### config.mk
export PLATFORM = sky130hd
export DESIGN_NAME = dcirq_core
export DESIGN_NICKNAME = d
export VERILOG_FILES = /design/src/hdl/dcirq_pkg.sv /design/src/hdl/dcirq_func_timer.sv /design/src/hdl/dcirq_attention.sv /design/src/hdl/dcirq_core.sv
export SDC_FILE = /design/constraint.sdc
export NUM_CORES = 1
export LEC_CHECK = 0
export ABC_AREA = 1
export BUFFER_PORTS_ARGS = -buffer_cell sky130_fd_sc_hd__buf_2
export CAP_MARGIN = 20
export CORE_AREA = 2 2 88 90
export DETAILED_ROUTE_END_ITERATION = 16
export DIE_AREA = 0 0 90 92
export GPL_ROUTABILITY_DRIVEN = 0
export PLACE_DENSITY = 0.71
export SLEW_MARGIN = 0
export SYNTH_ARGS = -nofsm -noshare
export SYNTH_HDL_FRONTEND = slang
export SYNTH_SLANG_ARGS = --single-unit
### constraint.sdc
create_clock -name clk -period 1.75 [get_ports clk]
set_input_delay 0.0875 -clock clk [delete_from_list [all_inputs] [get_ports clk]]
set_output_delay 0.0875 -clock clk [all_outputs]
set_load 0.05 [all_outputs]
### src/hdl/dcirq_pkg.sv
// Package for the disk controller interrupt, control word and timeout block.
// Assumes a single 25 MHz core clock standing in for the phase-two clock.
package dcirq_pkg;

  // ----------------------------------------------------------------
  // Clock and timing
  // ----------------------------------------------------------------
  localparam int unsigned CLK_FREQ_HZ   = 25000000;
  localparam int unsigned TIMEOUT_MS    = 150;
  localparam int unsigned TIMEOUT_CYCLES =
    (CLK_FREQ_HZ / 1000) * TIMEOUT_MS;
  localparam int unsigned TIMER_WIDTH   = 23;

  // ----------------------------------------------------------------
  // Control word bit positions
  // ----------------------------------------------------------------
  localparam int unsigned CW_FUNC0      = 1;
  localparam int unsigned CW_FUNC1      = 2;
  localparam int unsigned CW_FUNC2      = 3;
  localparam int unsigned CW_INT_EN     = 6;
  localparam int unsigned CW_READY      = 7;
  localparam int unsigned CW_DSEL_LO    = 8;
  localparam int unsigned CW_DSEL_HI    = 9;
  localparam int unsigned CW_ATTN_CLR0  = 16;
  localparam int unsigned CW_SKIP_INH   = 22;
  localparam int unsigned CW_SKIP_FLAG  = 23;
  localparam int unsigned CW_MAINTENANCE_BIT      = 25;
  localparam int unsigned CW_AUTO_SKIP  = 27;
  localparam int unsigned CW_LARGE_FMT  = 28;
  localparam int unsigned CW_SPARE29    = 29;
  localparam int unsigned NUM_DRIVES    = 4;

  // Status word positions for block state
  localparam int unsigned SW_OP_INCOMP  = 14;
  localparam int unsigned SW_DATA_LATE  = 12;
  localparam int unsigned SW_INT_PEND   = 15;
  localparam int unsigned SW_TIMEOUT    = 10;
  localparam int unsigned SW_ATTN0      = 16;

  // ----------------------------------------------------------------
  // Reset values and command codes
  // ----------------------------------------------------------------
  localparam logic [31:0] CW_RESET      = 32'h0000_0080;
  localparam logic [2:0]  CMD_XFER_REQ  = 3'h4;
  localparam logic [2:0]  CMD_SET_READY = 3'h1;
  localparam logic [2:0]  CMD_SET_OPI   = 3'h2;
  localparam logic [2:0]  CMD_SET_DLT   = 3'h3;
  localparam logic [8:0]  JAM_ADDR      = 9'h1ff;

  // ----------------------------------------------------------------
  // Types
  // ----------------------------------------------------------------
  typedef struct packed {
    logic [2:0] funcCode;
    logic       maintenance;
    logic       autoSkipInhibit;
    logic       largeDriveFormat;
    logic       interruptEnable;
    logic [1:0] driveSelect;
    logic       skipInhibit;
    logic       skipFlag;
    logic       spare29;
  } dcirq_ctl_t;

  typedef struct packed {
    logic [2:0] cmd;
    logic       setInterrupt;
    logic       retriggerTimer;
    logic [3:0] setAttention;
  } dcirq_useq_t;

endpackage

### src/hdl/dcirq_func_timer.sv
// Function timer: retriggerable down-counter of core clock cycles.
// Assumes trigger and retrigger are one-cycle pulses in the core clock.
`timescale 1ns/1ns
module dcirq_func_timer #(
  parameter int unsigned RELOAD = dcirq_pkg::TIMEOUT_CYCLES
) (
  // Clock and reset
  input  wire logic clk,
  input  wire logic rst,
  // Control
  input  wire logic start,
  input  wire logic inhibit,
  // Status
  output logic      expired
);

  logic [dcirq_pkg::TIMER_WIDTH-1:0] count_r;
  logic                              running_r;

  // ----------------------------------------------------------------
  // Down-counter
  // ----------------------------------------------------------------
  always_ff @(posedge clk) begin
    if (rst || inhibit) begin
      count_r   <= '0;
      running_r <= 1'b0;
    end else if (start) begin
      count_r   <= dcirq_pkg::TIMER_WIDTH'(RELOAD - 1);
      running_r <= 1'b1;
    end else if (running_r) begin
      if (count_r == '0) begin
        running_r <= 1'b0;
      end else begin
        count_r <= count_r - 1'b1;
      end
    end
  end

  // One-cycle pulse at expiry; maintenance inhibit masks it
  always_ff @(posedge clk) begin
    if (rst) begin
      expired <= 1'b0;
    end else begin
      expired <= running_r && count_r == '0 && !start && !inhibit;
    end
  end

endmodule

### src/hdl/dcirq_attention.sv
// Per-drive attention flags with host clears and deassertion events.
// Assumes set pulses come from the drive status monitor sequencer.
`timescale 1ns/1ns
module dcirq_attention (
  // Clock and reset
  input  wire logic       clk,
  input  wire logic       rst,
  // Set and clear
  input  wire logic [3:0] setAttention,
  input  wire logic [3:0] hostClear,
  // Status
  output logic      [3:0] attention,
  output logic      [3:0] attnDropped
);

  genvar d;
  generate
    for (d = 0; d < dcirq_pkg::NUM_DRIVES; d++) begin : gDrive
      // Only host writes or init clear; set wins over clear
      always_ff @(posedge clk) begin
        if (rst) begin
          attention[d] <= 1'b0;
        end else if (setAttention[d]) begin
          attention[d] <= 1'b1;
        end else if (hostClear[d]) begin
          attention[d] <= 1'b0;
        end
      end
      assign attnDropped[d] = attention[d] && hostClear[d] &&
                              !setAttention[d];
    end
  endgenerate

endmodule

### src/hdl/dcirq_core.sv
// Function
// - Interrupt after function end or status change
// - Transfer request per completed sector
// - Interrupt enable clear blocks bus interrupt
// - Set pulse or attention drop requests interrupt
// - Interrupt flip-flop sets and holds itself
// - Host clear op resets interrupt flip-flop
// - Command code 100 sets transfer request
// - Grant or init clears transfer request
// - Control write captures selected bits
// - Registered bits echoed in status word
// - Bits 16-19 clear drive attention flags
// - Registered bits feed the microsequencer
// - Maintenance asserts write inhibit, stops timeout
// - Bits 22 and 23 held for skip logic
// - Bit 07 is ready; low starts function
// - Starting write clears both fault flags
// - Function start triggers 150 ms timer
// - Expiry while busy sets timeout, fault
// - Timeout jams 1FF, blocks buffer, CPU clock
// - Jam microcode sets ready, requests interrupt
// - Retrigger pulse grants another 150 ms
// - Attention cleared only by host or init
//
// Interrupt, control word and timeout logic of a disk controller.
// Assumes the CPU port and microsequencer are synchronous to clk.
`timescale 1ns/1ns
module dcirq_core #(
  parameter int unsigned TIMER_RELOAD = dcirq_pkg::TIMEOUT_CYCLES
) (
  // Clock and controller init
  input  wire logic                   clk,
  input  wire logic                   rst,
  // Host CPU port
  input  wire logic                   controlWriteStrobe,
  input  wire logic [31:0]            controlWord,
  input  wire logic                   clearInterruptPortOp,
  input  wire logic                   transferGrant,
  output logic      [31:0]            controlStatusWord,
  output logic                        busInterruptRequest,
  output logic                        sectorTransferRequest,
  // Microsequencer
  input  wire dcirq_pkg::dcirq_useq_t useq,
  output dcirq_pkg::dcirq_ctl_t       ctl,
  output logic                        controllerReady,
  output logic                        jamActive,
  output logic      [8:0]             jamAddress,
  output logic                        bufferBlock,
  output logic                        selectCpuClock,
  // Drive side
  output logic                        writeInhibit,
  output logic                        opIncomplete,
  output logic                        dataLate,
  output logic                        timeoutFlag,
  output logic      [3:0]             driveAttention
);

  // ----------------------------------------------------------------
  // Decode
  // ----------------------------------------------------------------
  logic       startFunction;
  logic       timerExpired;
  logic       timerStart;
  logic       interruptCause;
  logic [3:0] attnFlags;
  logic [3:0] attnDropped;
  logic [3:0] attnClear;
  logic       cmdSetReady;

  // Writing ready low starts a function
  assign startFunction = controlWriteStrobe &&
                         !controlWord[dcirq_pkg::CW_READY];
  assign attnClear     = controlWriteStrobe ?
    controlWord[dcirq_pkg::CW_ATTN_CLR0 +: 4] : 4'h0;
  assign cmdSetReady   = useq.cmd == dcirq_pkg::CMD_SET_READY;
  assign timerStart    = startFunction || useq.retriggerTimer;

  // ----------------------------------------------------------------
  // Control word holding registers
  // ----------------------------------------------------------------
  always_ff @(posedge clk) begin
    if (rst) begin
      ctl <= '0;
    end else if (controlWriteStrobe) begin
      ctl.funcCode         <= controlWord[dcirq_pkg::CW_FUNC2:
                                          dcirq_pkg::CW_FUNC0];
      ctl.interruptEnable  <= controlWord[dcirq_pkg::CW_INT_EN];
      ctl.driveSelect      <= controlWord[dcirq_pkg::CW_DSEL_HI:
                                          dcirq_pkg::CW_DSEL_LO];
      ctl.maintenance      <= controlWord[dcirq_pkg::CW_MAINTENANCE_BIT];
      ctl.autoSkipInhibit  <= controlWord[dcirq_pkg::CW_AUTO_SKIP];
      ctl.largeDriveFormat <= controlWord[dcirq_pkg::CW_LARGE_FMT];
      ctl.spare29          <= controlWord[dcirq_pkg::CW_SPARE29];
      ctl.skipInhibit      <= controlWord[dcirq_pkg::CW_SKIP_INH];
      ctl.skipFlag         <= controlWord[dcirq_pkg::CW_SKIP_FLAG];
    end
  end

  // Write inhibit follows the stored maintenance bit
  always_ff @(posedge clk) begin
    if (rst) begin
      writeInhibit <= 1'b0;
    end else if (controlWriteStrobe) begin
      writeInhibit <= controlWord[dcirq_pkg::CW_MAINTENANCE_BIT];
    end
  end

  // ----------------------------------------------------------------
  // Ready bit
  // ----------------------------------------------------------------
  // Microcode set wins over a simultaneous host write
  always_ff @(posedge clk) begin
    if (rst) begin
      controllerReady <= dcirq_pkg::CW_RESET[dcirq_pkg::CW_READY];
    end else if (cmdSetReady) begin
      controllerReady <= 1'b1;
    end else if (controlWriteStrobe) begin
      controllerReady <= controlWord[dcirq_pkg::CW_READY];
    end
  end

  // ----------------------------------------------------------------
  // Function timer
  // ----------------------------------------------------------------
  dcirq_func_timer #(
    .RELOAD (TIMER_RELOAD)
  ) uTimer (
    .clk     (clk),
    .rst     (rst),
    .start   (timerStart),
    .inhibit (writeInhibit),
    .expired (timerExpired)
  );

  // Timeout only when ready still low at expiry
  always_ff @(posedge clk) begin
    if (rst) begin
      timeoutFlag <= 1'b0;
    end else if (timerExpired && !controllerReady) begin
      timeoutFlag <= 1'b1;
    end else if (startFunction) begin
      timeoutFlag <= 1'b0;
    end
  end

  // ----------------------------------------------------------------
  // Fault flags
  // ----------------------------------------------------------------
  // Microcode sets win over the start-of-function clear; the timeout set does not
  always_ff @(posedge clk) begin
    if (rst) begin
      opIncomplete <= 1'b0;
    end else if ((timeoutFlag && !startFunction) ||
                 useq.cmd == dcirq_pkg::CMD_SET_OPI) begin
      opIncomplete <= 1'b1;
    end else if (startFunction) begin
      opIncomplete <= 1'b0;
    end
  end

  always_ff @(posedge clk) begin
    if (rst) begin
      dataLate <= 1'b0;
    end else if (useq.cmd == dcirq_pkg::CMD_SET_DLT) begin
      dataLate <= 1'b1;
    end else if (startFunction) begin
      dataLate <= 1'b0;
    end
  end

  // ----------------------------------------------------------------
  // Jam control
  // ----------------------------------------------------------------
  // Jam holds until microcode at 1FF reports ready again
  always_ff @(posedge clk) begin
    if (rst) begin
      jamActive      <= 1'b0;
      bufferBlock    <= 1'b0;
      selectCpuClock <= 1'b0;
    end else if (timerExpired && !controllerReady) begin
      jamActive      <= 1'b1;
      bufferBlock    <= 1'b1;
      selectCpuClock <= 1'b1;
    end else if (cmdSetReady) begin
      jamActive      <= 1'b0;
      bufferBlock    <= 1'b0;
      selectCpuClock <= 1'b0;
    end
  end

  always_ff @(posedge clk) begin
    if (rst) begin
      jamAddress <= 9'h000;
    end else begin
      jamAddress <= (timerExpired && !controllerReady) ?
                    dcirq_pkg::JAM_ADDR : 9'h000;
    end
  end

  // ----------------------------------------------------------------
  // Drive attention flags
  // ----------------------------------------------------------------
  dcirq_attention uAttn (
    .clk          (clk),
    .rst          (rst),
    .setAttention (useq.setAttention),
    .hostClear    (attnClear),
    .attention    (attnFlags),
    .attnDropped  (attnDropped)
  );

  always_ff @(posedge clk) begin
    if (rst) begin
      driveAttention <= 4'h0;
    end else begin
      driveAttention <= attnFlags;
    end
  end

  // ----------------------------------------------------------------
  // Bus interrupt flip-flop
  // ----------------------------------------------------------------
  assign interruptCause = ctl.interruptEnable &&
                          (useq.setInterrupt || |attnDropped);

  // Set wins over a clear in the same cycle
  always_ff @(posedge clk) begin
    if (rst) begin
      busInterruptRequest <= 1'b0;
    end else if (interruptCause) begin
      busInterruptRequest <= 1'b1;
    end else if (clearInterruptPortOp || !ctl.interruptEnable) begin
      busInterruptRequest <= 1'b0;
    end
  end

  // ----------------------------------------------------------------
  // Sector transfer request latch
  // ----------------------------------------------------------------
  always_ff @(posedge clk) begin
    if (rst) begin
      sectorTransferRequest <= 1'b0;
    end else if (useq.cmd == dcirq_pkg::CMD_XFER_REQ) begin
      sectorTransferRequest <= 1'b1;
    end else if (transferGrant) begin
      sectorTransferRequest <= 1'b0;
    end
  end

  // ----------------------------------------------------------------
  // Status word readback
  // ----------------------------------------------------------------
  // Attention bits read in place of the write-only clear bits
  always_ff @(posedge clk) begin
    if (rst) begin
      controlStatusWord <= dcirq_pkg::CW_RESET;
    end else begin
      controlStatusWord <= '0;
      controlStatusWord[dcirq_pkg::CW_FUNC2:dcirq_pkg::CW_FUNC0]
        <= ctl.funcCode;
      controlStatusWord[dcirq_pkg::CW_INT_EN]    <= ctl.interruptEnable;
      controlStatusWord[dcirq_pkg::CW_READY]     <= controllerReady;
      controlStatusWord[dcirq_pkg::CW_DSEL_HI:dcirq_pkg::CW_DSEL_LO]
        <= ctl.driveSelect;
      controlStatusWord[dcirq_pkg::SW_TIMEOUT]   <= timeoutFlag;
      controlStatusWord[dcirq_pkg::SW_DATA_LATE] <= dataLate;
      controlStatusWord[dcirq_pkg::SW_OP_INCOMP] <= opIncomplete;
      controlStatusWord[dcirq_pkg::SW_INT_PEND]  <= busInterruptRequest;
      controlStatusWord[dcirq_pkg::SW_ATTN0 +: 4] <= attnFlags;
      controlStatusWord[dcirq_pkg::CW_SKIP_INH]  <= ctl.skipInhibit;
      controlStatusWord[dcirq_pkg::CW_SKIP_FLAG] <= ctl.skipFlag;
      controlStatusWord[dcirq_pkg::CW_MAINTENANCE_BIT]     <= ctl.maintenance;
      controlStatusWord[dcirq_pkg::CW_AUTO_SKIP] <= ctl.autoSkipInhibit;
      controlStatusWord[dcirq_pkg::CW_LARGE_FMT] <= ctl.largeDriveFormat;
      controlStatusWord[dcirq_pkg::CW_SPARE29]   <= ctl.spare29;
    end
  end

endmodule

Word-level counts from Yosys, hierarchy flattened --
Cells that the tools add are included.
Word-level totals: flip-flop bits (word level) 93, input bits 46, output and inout port bits 67
Operators by class: add/subtract/negate cells 1, equality and inequality tests 5, mux-type cells 26, bitwise gates (word level) 1, reductions and logical operators 47
Operators with widths (count):
- 22-bit 2-to-1 mux | 3
- 23-bit logical NOT | 1
- 23-bit by 1-bit subtractor with 23-bit output (second input constant) | 1
- 2-bit nonzero test | 11
- 1-bit 2-to-1 mux | 21
- 1-bit logical AND | 15
- 1-bit logical NOT | 10
- 9-bit 2-to-1 mux | 1
- 3-bit by 2-bit equality test with 1-bit output (second input constant) | 2
- 1-bit logical OR | 5
- 4-bit 2-to-1 mux | 1
- 2-bit AND reduction | 2
- 2-bit OR reduction | 2
- 4-bit OR reduction | 1
- 3-bit by 1-bit equality test with 1-bit output (second input constant) | 1
- 3-bit equality test (second input constant) | 1
- 2-bit by 1-bit != test with 1-bit output (second input constant) | 1
- 1-bit inverter | 1

Longest topological paths before layout --
word-level depth 7, gate-level depth with buffers 11

Cells and area by module --
From an unflattened synthesis, not the netlist that was laid out.
Unflattened totals: cell total of the unflattened synthesis 472, area, all modules 3313.2 um^2
Modules (own cells, without submodules):
- dcirq_func_timer | times used 1, cells each 258, area each 1589.0 um^2
- dcirq_core | times used 1, cells each 186, area each 1549.0 um^2
- dcirq_attention | times used 1, cells each 28, area each 175.2 um^2

Least setup slack after synthesis --
No wires, ideal clock.
path type reg2reg, start point register writeInhibit, end point register uTimer.count_r[14] (netlist name), setup time 70 ps, arrival time 1424 ps, required time 1680 ps, path slack 256 ps, cell stages (with the launch flop) 6, period minus slack after synthesis 1494 ps, cells stage by stage dfxtp_1 nor2_2 inv_1 nor2_1 inv_1 a21oi_1
Between the ends: longest elaborated chain between the ends 2
RTL lines:
- start: declaration | line dcirq_core.sv:51 | output logic writeInhibit,
- start signal: assignment | line dcirq_core.sv:104 | writeInhibit <= controlWord[dcirq_pkg::CW_MAINTENANCE_BIT];
- 1-bit logical OR | line dcirq_func_timer.sv:24 | if (rst || inhibit) begin
- 2-bit OR reduction (no line)
- end signal: assignment | line dcirq_func_timer.sv:28 | count_r <= dcirq_pkg::TIMER_WIDTH'(RELOAD - 1);
- end signal: assignment | line dcirq_func_timer.sv:34 | count_r <= count_r - 1'b1;
- end: declaration | line dcirq_func_timer.sv:17 | logic [dcirq_pkg::TIMER_WIDTH-1:0] count_r;
Every way passes these cells. A chain may end at the register's enable or synchronous reset.

Final worst setup path --
start point register uTimer.count_r[0] (netlist name), end point register uTimer.count_r[6] (netlist name)
Between the ends: longest elaborated chain between the ends 4, elaborated cells on any way between the ends 7
RTL lines:
- 23-bit by 1-bit subtractor with 23-bit output | line dcirq_func_timer.sv:34
- 22-bit 2-to-1 mux | line dcirq_func_timer.sv:31 | if (count_r == '0) begin
- 22-bit 2-to-1 mux | line dcirq_func_timer.sv:30 | end else if (running_r) begin
- 22-bit 2-to-1 mux | line dcirq_func_timer.sv:27 | end else if (start) begin
Several ways; a longest one is shown, not always the timed one. The select of a mux whose other input is x is not followed.

==> reports/results.txt <==
CP Capture Type: flop
DR vias: 2932
Mapped Cells: 446
Hold Slack: 0.00604 ns
share of cells above drive strength 1: 0.240
P&R area growth vs syn: 22.3%
Worst Path Max Fanout: 15
unrepaired setup endpoints after global routing: no
Multi-input gate area: 1320 µm²
crit-path max cell delay: 0.32 ns
largest net degree at the start of global routing: 27
status: finished, final reports clean
pins over their slew limit: 0
row cnt: 32
Net Switching: 1.25 mW
Pre-antenna DRT Iters: 5
PortBufs: 86
Max Clock Freq: 0.631 GHz
WL per Instance: 11.3 µm
Top delay family on crit path: simple AND/OR/NAND/NOR gates
setup violators final: 0
commonest non-fill, non-tap cell in the layout: buf_2
register area share after synthesis: 0.441
Sw Ratio: 0.305
endpoints failing hold: 0
total CTS buffers: 9
CTS tree: built
P_leak: 1.97 nW
Clock Sinks: 70
CP startpoint kind: flop
Clock transition at path regs: 0.08 ns
# DRC: 0
final instance area: 3890 µm²
die area: 8280 µm²
sequential power share: 0.424
Worst EP required: 2.05 ns
worst vdd ir: 0.375 mV
Total GRT Usage: 0.178
initial antenna violation count: 0
Netlist Area Pre-Place: 3180 µm²
most frequent cells in the layout: buf_2 (86), nor2_1 (71), nand2_1 (71)
H-tree depth: 3
initial DRC count: 100
Final min period: 1.58 ns
Clock power frac: 0.391
final WL: 7170 µm
#FFs+latches synth: 70
antenna viol nets, final: 0
period utilisation layout: 0.906
HPWL after detailed placement: 5260 µm
Post-CTS Setup Bufs: 0
Internal: 2.83 mW
Setup Skew: 0.00990 ns
Avg Cell Area, Syn: 7.13 µm²
number of global-route vias before repair: 2722
core area: 7450 µm²
buffer and inverter count on the worst path: 1
clk root buf: clkbuf_8
MaxCap Viol Count: 0
clock buffer depth: 2
first-pass GRT wire length: 11900 µm
Yosys warnings: 0
Comb pwr share: 0.185
nets: 576
Initial Utilization: 0.427
worst skew pair latency: 0.35 ns
Pwr Density: 1050 nW/µm²
Final TNS setup: 0 ns
Chip Width: 90 µm
# fillers: 729
Worst path most repeated cell: nor2_1
crit-path cells: inv_1, ha_1, nand2_1, nor2_2, nand3_4, nand2_4, nand2_1, nor2_1, nor2_1, nor2_1
diode count: 0
number of I/O pins: 113
Unique masters post-synth: 33
via-per-instance ratio: 4.62
Critical-path top delay cell: dfxtp_1
CP Class: reg2reg
arrival time at the worst endpoint: 1.88 ns
total congestion overflow: 0
Placed Area: 3590 µm²
Die Ht: 92 µm
min-delay worst type: in2reg
Reg area: 1400 µm²
cells by family (layout without fill, tap and decap cells):
group	count (synthesis)	in the layout	synth area share
xor gates and xnor gates	5	5	0.0138
and+or+nand+nor	205	205	0.284
adders and majority gates	2	2	0.00787
buffers and inverters	108	185	0.161
other	1	11	0.00118
AOI/OAI and AO/OA	55	55	0.0913
DFF	70	70	0.441
per-layer routing:
metal / track usage / part of all wire / up-vias
met5: 0 / 0 / -
met4: 0.0705 / 0.016 / 0
met3: 0.0567 / 0.062 / 9
met2: 0.320 / 0.49 / 95
met1: 0.196 / 0.43 / 1306
li1: - / - / 1522
power by group through the flow:
| stage | sequential [mW] | clock, mW | combinational, mW |
|---|---|---|---|
| floorplan | 1.91 | 0 | 0.433 |
| global placement | 1.76 | 0 | 0.720 |
| detailed placement | 1.77 | 0 | 0.733 |
| CTS | 1.73 | 1.62 | 0.746 |
| global route | 1.74 | 1.69 | 0.827 |
| finish | 1.73 | 1.60 | 0.753 |
layout make-up:
| cell class | instances | area share |
|---|---|---|
| flip-flops and latches | 70 | 0.360 |
| clock inverters | 7 | 0.0309 |
| clock buffers | 9 | 0.0318 |
| well taps | 102 | 0.0328 |
| inverters | 71 | 0.0685 |
| repair buffers | 98 | 0.137 |
| multi-input cells | 278 | 0.338 |
final timing paths:
check / startpoint / endpoint / slack [ns] / cells past startpoint
max: uTimer.count_r[0] / uTimer.count_r[6] / 0.17 / 10
max reg2reg: uTimer.count_r[0] / uTimer.count_r[6] / 0.17 / 10
min: useq[8] / sectorTransferRequest / 0.006 / 3
min reg2reg: ctl[6] / controlStatusWord[28] / 0.43 / 2
what timing repair did:
item	4_1_cts	5_1_grt
endpoints found under the setup margin	0	7
hold buffers	4	0
endpoints found under the hold margin	5	0
resized for setup	0	6
sequential cells by signal, summed over array words and instances, names as in the netlist:
signal and count:
selectCpuClock 1, timeoutFlag 1, controlStatusWord 18, controllerReady 1, uAttn.attention 4, sectorTransferRequest 1, busInterruptRequest 1, uTimer.count_r 23
driveAttention 3, opIncomplete 1, ctl 11, dataLate 1, uTimer.expired 1, writeInhibit 1, jamAddress 1, uTimer.running_r 1
through the flow:
stage / power [mW] / util / worst slack, ns / std cells
6_report: 4.08 / 0.522 / 0.165 / 635
5_1_grt: 4.26 / 0.522 / 0.00262 / 635
4_1_cts: 4.10 / 0.520 / 0.127 / 635
3_5_place_dp: 2.50 / 0.482 / 0.139 / 615
3_3_place_gp: 2.48 / 0.482 / 0.188 / 615
2_1_floorplan: 2.35 / - / 0.256 / 456
Yosys cell counts, drive strengths merged:
cell type	n	area (µm²)
inv	71	267
and3	1	6.26
nand2	73	282
xnor2	1	8.76
nand3	29	158
nand3b	1	7.51
a32oi	1	8.76
a211oi	1	7.51
conb	1	3.75
and2	1	6.26
a31o	1	8.76
a31oi	2	12.5
nor2	83	342
buf	31	224
ha	2	25.0
a21oi	27	135
xor2	4	35.0
o21ai	22	110
nor3b	1	7.51
nand4	12	75.1
dfxtp	70	1400
clkbuf	6	22.5
nor3	4	20.0
o21bai	1	7.51
tightest hold or removal path, delay by kind of cell:
kind / cells / cell delay [ns]
simple gates: 1 / 0.07
compound gates: 1 / 0.05
buf+inv: 1 / 0.11
Power figures use the tool's default switching activity.
